[src/pkg/alu_flags_pkg.sv]
// Purpose: Shared constants and types for the flag register block
// Assumes: 32-bit APB data, byte addresses, one word per register
// Notes:   Flag bit positions match the 8-bit flag register layout
package alu_flags_pkg;

  // Flag bit positions
  localparam int unsigned FLAG_CARRY      = 0;
  localparam int unsigned FLAG_NIBBLE     = 1;
  localparam int unsigned FLAG_ZERO       = 2;
  localparam int unsigned FLAG_WRAP       = 3;
  localparam int unsigned FLAG_SLEEP      = 4;
  localparam int unsigned FLAG_DOG        = 5;
  localparam int unsigned FLAG_CHAIN      = 6;
  localparam int unsigned FLAG_SIGN       = 7;

  // Bits that instructions and software may write
  localparam logic [7:0]  FLAG_WRITE_MASK = 8'hcf;
  localparam logic [7:0]  FLAG_RESET      = 8'h00;

  // Register byte offsets
  localparam int unsigned ADDR_W          = 12;
  localparam logic [11:0] ADDR_FLAGS      = 12'h000;
  localparam logic [11:0] ADDR_RESULT     = 12'h004;
  localparam logic [11:0] ADDR_IRQ_STATUS = 12'h008;
  localparam logic [11:0] ADDR_IRQ_CLEAR  = 12'h00c;
  localparam logic [11:0] ADDR_IRQ_ENABLE = 12'h010;

  // Interrupt event bits
  localparam int unsigned EVENT_W         = 3;
  localparam int unsigned EVT_DOG         = 0;
  localparam int unsigned EVT_SLEEP       = 1;
  localparam int unsigned EVT_WRAP        = 2;
  localparam logic [2:0]  IRQ_RESET       = 3'h0;

  // ALU operation classes
  typedef enum logic [2:0] {
    OP_ADD   = 3'b000,
    OP_ADC   = 3'b001,
    OP_SUB   = 3'b010,
    OP_SBC   = 3'b011,
    OP_LOGIC = 3'b100,
    OP_RLC   = 3'b101,
    OP_RRC   = 3'b110,
    OP_NONE  = 3'b111
  } alu_op_t;

endpackage

[src/pkg/flag_calc_if.sv]
// Purpose: Carries one ALU operation and its raw flag results
// Assumes: Purely combinational path between the two modules
// Notes:   None
`timescale 1ns/1ps
interface flag_calc_if;
  alu_flags_pkg::alu_op_t op;
  logic [7:0]             op_a;
  logic [7:0]             op_b;
  logic                   carry_in;
  logic [7:0]             result;
  logic                   carry;
  logic                   nibble_carry;
  logic                   zero;
  logic                   wrap;

  modport calc (input op, op_a, op_b, carry_in,
                output result, carry, nibble_carry, zero, wrap);
  modport user (output op, op_a, op_b, carry_in,
                input result, carry, nibble_carry, zero, wrap);
endinterface

[src/hw/alu_status_flags.sv]
// Purpose: Arithmetic and system flag register with APB access
// Assumes: All inputs synchronous to clock; event inputs are pulses
// Notes:   Zero-wait APB slave; read data captured in the setup cycle
`timescale 1ns/1ps

// Function
// RULE_01 - Carry set on add carry or no borrow
// RULE_02 - Rotate through carry shifts bit into carry
// RULE_03 - Nibble carry from low nibble carry/no borrow
// RULE_04 - Zero flag set when result is zero
// RULE_05 - Wrap flag when carry in differs from out
// RULE_06 - Sign flag is wrap xor result msb
// RULE_07 - Subtract loads chained zero with zero
// RULE_08 - Borrow subtract ANDs chained zero with zero
// RULE_09 - Other instructions keep chained zero
// RULE_10 - Flag writes never touch timeout or sleep
// RULE_11 - Dog timeout cleared by reset/clear/halt, set
// RULE_12 - Sleep flag cleared by reset/clear, set halt
// RULE_13 - Six flags writable, two read-only zero reset
// RULE_14 - No automatic flag save on interrupt/call
// RULE_15 - Explicit flag write overrides same-cycle update
module alu_status_flags (
  // Clock and reset
  input  wire logic                   clock,
  input  wire logic                   reset,
  // APB slave
  input  wire logic                   psel,
  input  wire logic                   penable,
  input  wire logic                   pwrite,
  input  wire logic [11:0]            paddr,
  input  wire logic [31:0]            pwdata,
  input  wire logic [3:0]             pstrb,
  output logic      [31:0]            prdata,
  output logic                        pready,
  output logic                        pslverr,
  // ALU operation
  input  wire logic                   op_valid,
  input  wire alu_flags_pkg::alu_op_t op_kind,
  input  wire logic [7:0]             op_a,
  input  wire logic [7:0]             op_b,
  output logic      [7:0]             alu_result,
  // Instruction write of the flag register
  input  wire logic                   instr_flag_write,
  input  wire logic [7:0]             instr_flag_data,
  // System events
  input  wire logic                   watchdog_clear_instr,
  input  wire logic                   halt_instr,
  input  wire logic                   watchdog_timeout,
  // Flag and interrupt outputs
  output logic      [7:0]             flags,
  output logic                        irq
);

  logic [7:0]               arith_flag_reg;
  logic [7:0]               next_arith_flag_reg;
  logic [7:0]               result_reg;
  logic [7:0]               next_result_reg;
  logic [2:0]               irq_status;
  logic [2:0]               next_irq_status;
  logic [2:0]               irq_enable;
  logic [2:0]               next_irq_enable;
  logic [31:0]              read_data;
  logic [31:0]              next_read_data;
  logic                     addr_bad;
  logic                     next_addr_bad;
  logic                     setup;
  logic                     access_wr;
  logic                     sw_flag_write;
  logic                     sw_irq_clear;
  logic                     sw_irq_enable;
  logic                     mapped;
  logic [2:0]               events;
  logic [7:0]               op_flags;

  flag_calc_if calc_bus ();

  alu_flag_calc u_calc (
    .calc (calc_bus)
  );

  assign calc_bus.op       = op_kind;
  assign calc_bus.op_a     = op_a;
  assign calc_bus.op_b     = op_b;
  assign calc_bus.carry_in = arith_flag_reg[alu_flags_pkg::FLAG_CARRY];

  // Bus decode
  assign setup     = psel && !penable;
  assign access_wr = psel && penable && pwrite;

  always_comb begin
    mapped = 1'b1;
    if (paddr == alu_flags_pkg::ADDR_FLAGS) begin
      mapped = 1'b1;
    end else if (paddr == alu_flags_pkg::ADDR_RESULT) begin
      mapped = 1'b1;
    end else if (paddr == alu_flags_pkg::ADDR_IRQ_STATUS) begin
      mapped = 1'b1;
    end else if (paddr == alu_flags_pkg::ADDR_IRQ_CLEAR) begin
      mapped = 1'b1;
    end else if (paddr == alu_flags_pkg::ADDR_IRQ_ENABLE) begin
      mapped = 1'b1;
    end else begin
      mapped = 1'b0;
    end
  end

  // Writes land only at the access edge, lane 0 strobed
  assign sw_flag_write = access_wr && pstrb[0] && (paddr == alu_flags_pkg::ADDR_FLAGS);
  assign sw_irq_clear  = access_wr && pstrb[0] && (paddr == alu_flags_pkg::ADDR_IRQ_CLEAR);
  assign sw_irq_enable = access_wr && pstrb[0] && (paddr == alu_flags_pkg::ADDR_IRQ_ENABLE);

  // Read data captured in setup so the zero-wait answer comes from flops
  always_comb begin
    next_read_data = read_data;
    next_addr_bad  = addr_bad;
    if (setup) begin
      next_addr_bad  = !mapped;
      next_read_data = 32'h0000_0000;
      if (paddr == alu_flags_pkg::ADDR_FLAGS) begin
        next_read_data = {24'h00_0000, arith_flag_reg};
      end else if (paddr == alu_flags_pkg::ADDR_RESULT) begin
        next_read_data = {24'h00_0000, result_reg};
      end else if (paddr == alu_flags_pkg::ADDR_IRQ_STATUS) begin
        next_read_data = {29'h0, irq_status};
      end else if (paddr == alu_flags_pkg::ADDR_IRQ_ENABLE) begin
        next_read_data = {29'h0, irq_enable};
      end else begin
        next_read_data = 32'h0000_0000;
      end
    end
  end

  // Flag update from the ALU and system events
  always_comb begin
    op_flags = arith_flag_reg;
    if (op_valid) begin
      case (op_kind)
        alu_flags_pkg::OP_ADD,
        alu_flags_pkg::OP_ADC,
        alu_flags_pkg::OP_SUB,
        alu_flags_pkg::OP_SBC: begin
          op_flags[alu_flags_pkg::FLAG_CARRY]  = calc_bus.carry;        // RULE_01
          op_flags[alu_flags_pkg::FLAG_NIBBLE] = calc_bus.nibble_carry; // RULE_03
          op_flags[alu_flags_pkg::FLAG_ZERO]   = calc_bus.zero;         // RULE_04
          op_flags[alu_flags_pkg::FLAG_WRAP]   = calc_bus.wrap;         // RULE_05
          op_flags[alu_flags_pkg::FLAG_SIGN]   = calc_bus.wrap ^ calc_bus.result[7]; // RULE_06
          if (op_kind == alu_flags_pkg::OP_SUB) begin
            op_flags[alu_flags_pkg::FLAG_CHAIN] = calc_bus.zero; // RULE_07
          end else if (op_kind == alu_flags_pkg::OP_SBC) begin
            op_flags[alu_flags_pkg::FLAG_CHAIN] =
              arith_flag_reg[alu_flags_pkg::FLAG_CHAIN] & calc_bus.zero; // RULE_08
          end
        end
        alu_flags_pkg::OP_LOGIC: begin
          op_flags[alu_flags_pkg::FLAG_ZERO] = calc_bus.zero; // RULE_04
        end
        alu_flags_pkg::OP_RLC,
        alu_flags_pkg::OP_RRC: begin
          op_flags[alu_flags_pkg::FLAG_CARRY] = calc_bus.carry; // RULE_02
        end
        default: begin
          op_flags = arith_flag_reg; // RULE_09
        end
      endcase
    end
  end

  always_comb begin
    next_arith_flag_reg = op_flags;
    // Explicit write wins over the same cycle's ALU update; APB last
    if (instr_flag_write) begin
      next_arith_flag_reg = (op_flags & ~alu_flags_pkg::FLAG_WRITE_MASK)
                          | (instr_flag_data & alu_flags_pkg::FLAG_WRITE_MASK); // RULE_15 RULE_10
    end
    if (sw_flag_write) begin
      next_arith_flag_reg = (op_flags & ~alu_flags_pkg::FLAG_WRITE_MASK)
                          | (pwdata[7:0] & alu_flags_pkg::FLAG_WRITE_MASK); // RULE_15 RULE_13
    end
    // Timeout set beats a same-cycle clear so the event is not lost
    if (watchdog_clear_instr || halt_instr) begin
      next_arith_flag_reg[alu_flags_pkg::FLAG_DOG] = 1'b0; // RULE_11
    end
    if (watchdog_timeout) begin
      next_arith_flag_reg[alu_flags_pkg::FLAG_DOG] = 1'b1; // RULE_11
    end
    if (watchdog_clear_instr) begin
      next_arith_flag_reg[alu_flags_pkg::FLAG_SLEEP] = 1'b0; // RULE_12
    end
    if (halt_instr) begin
      next_arith_flag_reg[alu_flags_pkg::FLAG_SLEEP] = 1'b1; // RULE_12
    end
  end

  // Result kept for software; flags are never stacked by this block
  always_comb begin
    next_result_reg = result_reg;
    if (op_valid && (op_kind != alu_flags_pkg::OP_NONE)) begin
      next_result_reg = calc_bus.result; // RULE_14
    end
  end

  // Interrupt status: hardware set wins over software clear
  always_comb begin
    events = 3'h0;
    events[alu_flags_pkg::EVT_DOG]   = watchdog_timeout;
    events[alu_flags_pkg::EVT_SLEEP] = halt_instr;
    events[alu_flags_pkg::EVT_WRAP]  = next_arith_flag_reg[alu_flags_pkg::FLAG_WRAP]
                                     & ~arith_flag_reg[alu_flags_pkg::FLAG_WRAP];
    next_irq_status = irq_status;
    if (sw_irq_clear) begin
      next_irq_status = irq_status & ~pwdata[2:0];
    end
    next_irq_status = next_irq_status | events;
    next_irq_enable = irq_enable;
    if (sw_irq_enable) begin
      next_irq_enable = pwdata[2:0];
    end
  end

  always_ff @(posedge clock) begin
    if (reset) begin
      arith_flag_reg <= alu_flags_pkg::FLAG_RESET; // RULE_13 RULE_11 RULE_12
      result_reg     <= 8'h00;
      irq_status     <= alu_flags_pkg::IRQ_RESET;
      irq_enable     <= alu_flags_pkg::IRQ_RESET;
      read_data      <= 32'h0000_0000;
      addr_bad       <= 1'b0;
    end else begin
      arith_flag_reg <= next_arith_flag_reg;
      result_reg     <= next_result_reg;
      irq_status     <= next_irq_status;
      irq_enable     <= next_irq_enable;
      read_data      <= next_read_data;
      addr_bad       <= next_addr_bad;
    end
  end

  assign prdata     = read_data;
  assign pready     = 1'b1;
  assign pslverr    = psel && penable && addr_bad;
  assign flags      = arith_flag_reg;
  assign alu_result = result_reg;
  assign irq        = |(irq_status & irq_enable);

endmodule

[src/hw/alu_flag_calc.sv]
// Purpose: Computes an 8-bit ALU result and its raw flags
// Assumes: Subtraction is a plus inverted b plus carry
// Notes:   Carry out of a subtraction means no borrow
`timescale 1ns/1ps
module alu_flag_calc (
  flag_calc_if.calc calc
);

  logic [4:0] low_sum;
  logic [3:0] high7_sum;
  logic [8:0] full_sum;
  logic [7:0] b_eff;
  logic       cin_eff;

  always_comb begin
    b_eff   = calc.op_b;
    cin_eff = 1'b0;
    case (calc.op)
      alu_flags_pkg::OP_ADC: begin
        cin_eff = calc.carry_in;
      end
      alu_flags_pkg::OP_SUB: begin
        b_eff   = ~calc.op_b;
        cin_eff = 1'b1;
      end
      alu_flags_pkg::OP_SBC: begin
        b_eff   = ~calc.op_b;
        cin_eff = calc.carry_in;
      end
      default: begin
        b_eff   = calc.op_b;
        cin_eff = 1'b0;
      end
    endcase
  end

  always_comb begin
    low_sum   = {1'b0, calc.op_a[3:0]} + {1'b0, b_eff[3:0]} + {4'h0, cin_eff};
    high7_sum = {1'b0, calc.op_a[6:4]} + {1'b0, b_eff[6:4]} + {3'h0, low_sum[4]};
    full_sum  = {1'b0, calc.op_a} + {1'b0, b_eff} + {8'h00, cin_eff};
  end

  always_comb begin
    calc.result       = full_sum[7:0];
    calc.carry        = full_sum[8];
    calc.nibble_carry = low_sum[4];
    calc.wrap         = high7_sum[3] ^ full_sum[8];
    case (calc.op)
      alu_flags_pkg::OP_LOGIC: begin
        calc.result = calc.op_a;
        calc.carry  = 1'b0;
        calc.wrap   = 1'b0;
      end
      alu_flags_pkg::OP_RLC: begin
        calc.result = {calc.op_a[6:0], calc.carry_in};
        calc.carry  = calc.op_a[7];
        calc.wrap   = 1'b0;
      end
      alu_flags_pkg::OP_RRC: begin
        calc.result = {calc.carry_in, calc.op_a[7:1]};
        calc.carry  = calc.op_a[0];
        calc.wrap   = 1'b0;
      end
      default: begin
        calc.result = full_sum[7:0];
      end
    endcase
    calc.zero = (calc.result == 8'h00);
  end

endmodule

[config.mk]
export PLATFORM = sky130hd
export DESIGN_NAME = alu_status_flags
export DESIGN_NICKNAME = d
export VERILOG_FILES = /design/src/pkg/alu_flags_pkg.sv /design/src/pkg/flag_calc_if.sv /design/src/hw/alu_status_flags.sv /design/src/hw/alu_flag_calc.sv
export SDC_FILE = /design/constraint.sdc
export NUM_CORES = 1
export LEC_CHECK = 0
export BUFFER_PORTS_ARGS = -buffer_cell sky130_fd_sc_hd__buf_4
export CAP_MARGIN = 40
export CORE_MARGIN = 2
export CORE_UTILIZATION = 40
export CTS_CLUSTER_DIAMETER = 80
export CTS_CLUSTER_SIZE = 25
export DETAILED_ROUTE_END_ITERATION = 12
export GPL_ROUTABILITY_DRIVEN = 0
export PLACE_DENSITY = 0.71
export SYNTH_ARGS = -nofsm -noshare
export SYNTH_HDL_FRONTEND = slang
export SYNTH_HIERARCHICAL = 1
export SYNTH_SLANG_ARGS = --single-unit
export TNS_END_PERCENT = 1
[constraint.sdc]
create_clock -name clock -period 5.3 [get_ports clock]
set_clock_uncertainty 0.1 [all_clocks]
set_input_delay 0.53 -clock clock [delete_from_list [all_inputs] [get_ports clock]]
set_output_delay 0.53 -clock clock [all_outputs]
set_load 0.02 [all_outputs]
==> qor.yml <==
syn_inst: 360
die_h_um: 86.71
grt_max_degree: 32
layoutNonFillerInstCount: 510
dp_hpwl_mm: 5.866
min_from: "halt_instr"
p_sw_share_pct: 33.26
cp.arrival_ns: 4.70
drt_iter0_drc: 181
cts_setup_buffers: 0
synth_cell_types: 63
clockRootBuffer: "clkbuf_8"
postRouteAntennaNets: 0
htree_levels: 2
min_path_type: "in -> reg"
reg2reg_depth: 17
core_area_sq_mm: 0.006719
vias_per_cell: 5.525
clk_latency_ns: 0.29
crit_end: "flags[6]"
power_frac_comb_pct: 34.8
finalSetupViolations: 0
ys_warn_count: 6
gr-total-overflow: 0
grt_pass1_wl_mm: 12.15
worst_pin_slew_ns: 0.5198
syn-cell-area_sq_mm: 0.002736
timing.rr.start: "flags[0]"
period_share_pct: 87.13
antennaDiodeCount: 0
pwr-share-clk_pct: 31.4
ys_seq_area_share_pct: 22.68
internal-power_uw: 514.9
timing.max_cap.violations: 0
grt_antenna_before_repair: 0
status: "completed"
final.fill_count: 673
dr.pass1.iters: 6
wl_per_cell_um: 14.75
synth-async-reset-ratio_pct: 0
r2r_setup_slack_ns: 0.93
clk_pin_slew_ns: 0.07
clk_path_buf_depth: 2
r2r-end: "flags[6]"
track_usage_pct: 19.98
routed_wl_mm: 7.525
io_buffers: 79
syn_avg_cell_area_sq_um: 7.601
io-pin-count: 136
cts_resized: 0
cts_buffers: 5
fin_crit_ns: 4.618
max_freq_ghz: 0.2166
startpoint: "op_kind[1]"
synth_flop_cell: "dfxtp_1"
worst_slack_ns: 0.6824
final_layout_size_suffix_gt1_share_pct: 24.19
vias: 2818
crit_fanout: 26
row_count: 30
required_ns: 5.38
cts_tree: "done"
post-place-ws_ns: 0.4122
initial_core_util_pct: 40.73
critPathKind: "in -> reg"
synth_edf_count: 0
setup.worst_path.end_class: "flop"
synth_seq_cells: 31
p_per_area_mw_per_mm2: 228.7
netSwitchingPower_uw: 256.6
drv_slew: 0
drc: 0
cts_sinks: 31
rsz0062_at_grt: "no"
startpoint_type: "input port"
fp.dieW_um: 86.71
vdd_drop_max_uv: 99.76
cts_hold_buf: 0
grt_pass1_vias: 2605
syn_to_final_growth_pct: 23.27
tns_ns: 0
dp.cells: 502
leakagePower_uw: 0.001476
die_area_sq_mm: 0.007519
share_seq_of_total_power_pct: 33.8
nNetsFinal: 524
max_slew_margin_pct: 64.80
hold_violations: 0
## layout make-up
| cell class | instances | area [sq um] | share of cell area (%) |
|---|---|---|---|
| Clock inverter | 2 | 35.03 | 1.039 |
| Clock buffer | 6 | 82.58 | 2.448 |
| Sequential cell | 31 | 620.6 | 18.40 |
| Timing Repair Buffer | 80 | 600.6 | 17.80 |
| Inverter | 17 | 66.31 | 1.966 |
| Tap cell | 80 | 100.1 | 2.967 |
| Multi-Input combinational cell | 294 | 1868 | 55.38 |
## per-layer routing
metal  vias to the layer above  global-route usage (%)  wire length [um]
li1                       1390                       -                 -
met1                      1287                   25.32              3185
met2                       123                   35.52              3731
met3                        18                   3.143               487
met4                         0                   4.545               121
met5                         -                       0                 0
## power groups by stage
stage	Clock (uW)	Sequential, uW	Combinational (uW)
6_report	242	261	269
5_1_grt	255	262	300
4_1_cts	243	261	269
3_5_place_dp	0	266	268
3_3_place_gp	0	266	264
2_1_floorplan	0	275	179
## cell usage after synthesis (2+ instances only)
| library cell | instances | area [sq um] |
|---|---|---|
| a211o_1 | 2 | 17.52 |
| a211oi_1 | 9 | 67.56 |
| a21oi_1 | 26 | 130.1 |
| a22oi_1 | 2 | 15.01 |
| a311oi_1 | 4 | 35.03 |
| a31oi_1 | 2 | 12.51 |
| and3_1 | 5 | 31.28 |
| and4_1 | 2 | 17.52 |
| buf_1 | 2 | 7.510 |
| buf_2 | 3 | 15.01 |
| buf_4 | 25 | 187.7 |
| buf_6 | 2 | 22.52 |
| clkbuf_1 | 8 | 30.03 |
| conb_1 | 2 | 7.510 |
| dfxtp_1 | 31 | 620.6 |
| fa_1 | 3 | 60.06 |
| ha_1 | 7 | 87.58 |
| inv_1 | 16 | 60.06 |
| mux2i_1 | 9 | 90.09 |
| nand2_1 | 35 | 131.4 |
| nand2b_1 | 7 | 43.79 |
| nand3_1 | 18 | 90.09 |
| nand3b_1 | 6 | 45.04 |
| nand4b_1 | 3 | 26.28 |
| nor2_1 | 31 | 116.4 |
| nor2b_1 | 7 | 43.79 |
| nor3_1 | 9 | 45.04 |
| nor3b_1 | 2 | 15.01 |
| o211ai_1 | 6 | 45.04 |
| o21ai_0 | 19 | 95.09 |
| o221ai_1 | 4 | 35.03 |
| o22ai_1 | 4 | 25.02 |
| o41ai_1 | 4 | 35.03 |
| or2b_2 | 2 | 17.52 |
| or4_4 | 3 | 33.78 |
| xnor2_1 | 11 | 96.34 |
| xor2_1 | 3 | 26.28 |
## worst min path at each step
stage	depth (start not counted)	slack, ns	end
floorplan	2	0.35	irq_status[1]
global placement	2	0.35	prdata[5]
detailed placement	2	0.35	prdata[3]
CTS	3	0.36	flags[4]
global route	2	0.39	prdata[3]
finish	3	0.36	flags[4]
## registers in the layout, summed over array words and instances (netlist names)
name,flops
alu_result,8
flags,8
prdata,8
irq_enable,3
irq_status,3
addr_bad,1
## critical path, stage by stage
cell and delay (ns):
buf_4 0.28, nand2b_1 0.14, xnor2_1 0.17, fa_1 0.41
inv_1 0.08, fa_1 0.20, nor2b_1 0.05, o21ai_0 0.26
nand2_1 0.17, fa_1 0.50, nor2b_1 0.12, o21a_1 0.13
a211oi_1 0.06, or4b_1 0.51, or4_1 0.43, nor3_2 0.15
o221ai_1 0.17, a311oi_1 0.33
## per-stage QoR
stage	area [sq um]	utilization, %	total power, uW	hold slack (ns)
floorplan	2823	-	453.7	0.3509
global placement	3256	48.45	530.0	0.3474
detailed placement	3256	48.45	534.0	0.3501
CTS	3373	50.20	773.3	0.3636
global route	3373	50.20	817.5	0.3903
finish	3373	50.20	771.5	0.3607
## logic make-up (layout without fill, tap and decap cells)
| group | after synthesis | after routing | synth area share, % |
|---|---|---|---|
| flops | 31 | 31 | 22.68 |
| compound gates | 93 | 93 | 22.82 |
| xor+xnor | 14 | 14 | 4.481 |
| buf+inv | 58 | 105 | 12.21 |
| fa+ha+maj | 10 | 10 | 5.395 |
| other cells | 2 | 25 | 0.2745 |
| simple gates | 142 | 142 | 28.44 |
| mux | 10 | 10 | 3.704 |
## cells in the final DEF, fill, tap and decap left out, types with 3 or more instances in the layout
master	count
inv_1	16
fa_1	3
a311oi_1	4
nor2b_1	7
dfxtp_1	31
o211ai_1	6
and3_1	5
a211oi_1	9
o21ai_0	19
a21oi_1	26
o41ai_1	4
nand2_1	35
or4_4	3
nor2_1	31
nand3_1	18
xnor2_1	11
nor3_1	9
nand3b_1	6
o221ai_1	4
xor2_1	3
nand2b_1	7
ha_1	7
o22ai_1	4
conb_1	25
clkbuf_8	6
mux2i_1	9
nand4b_1	3
buf_4	80
Power figures use the tool's default switching activity.
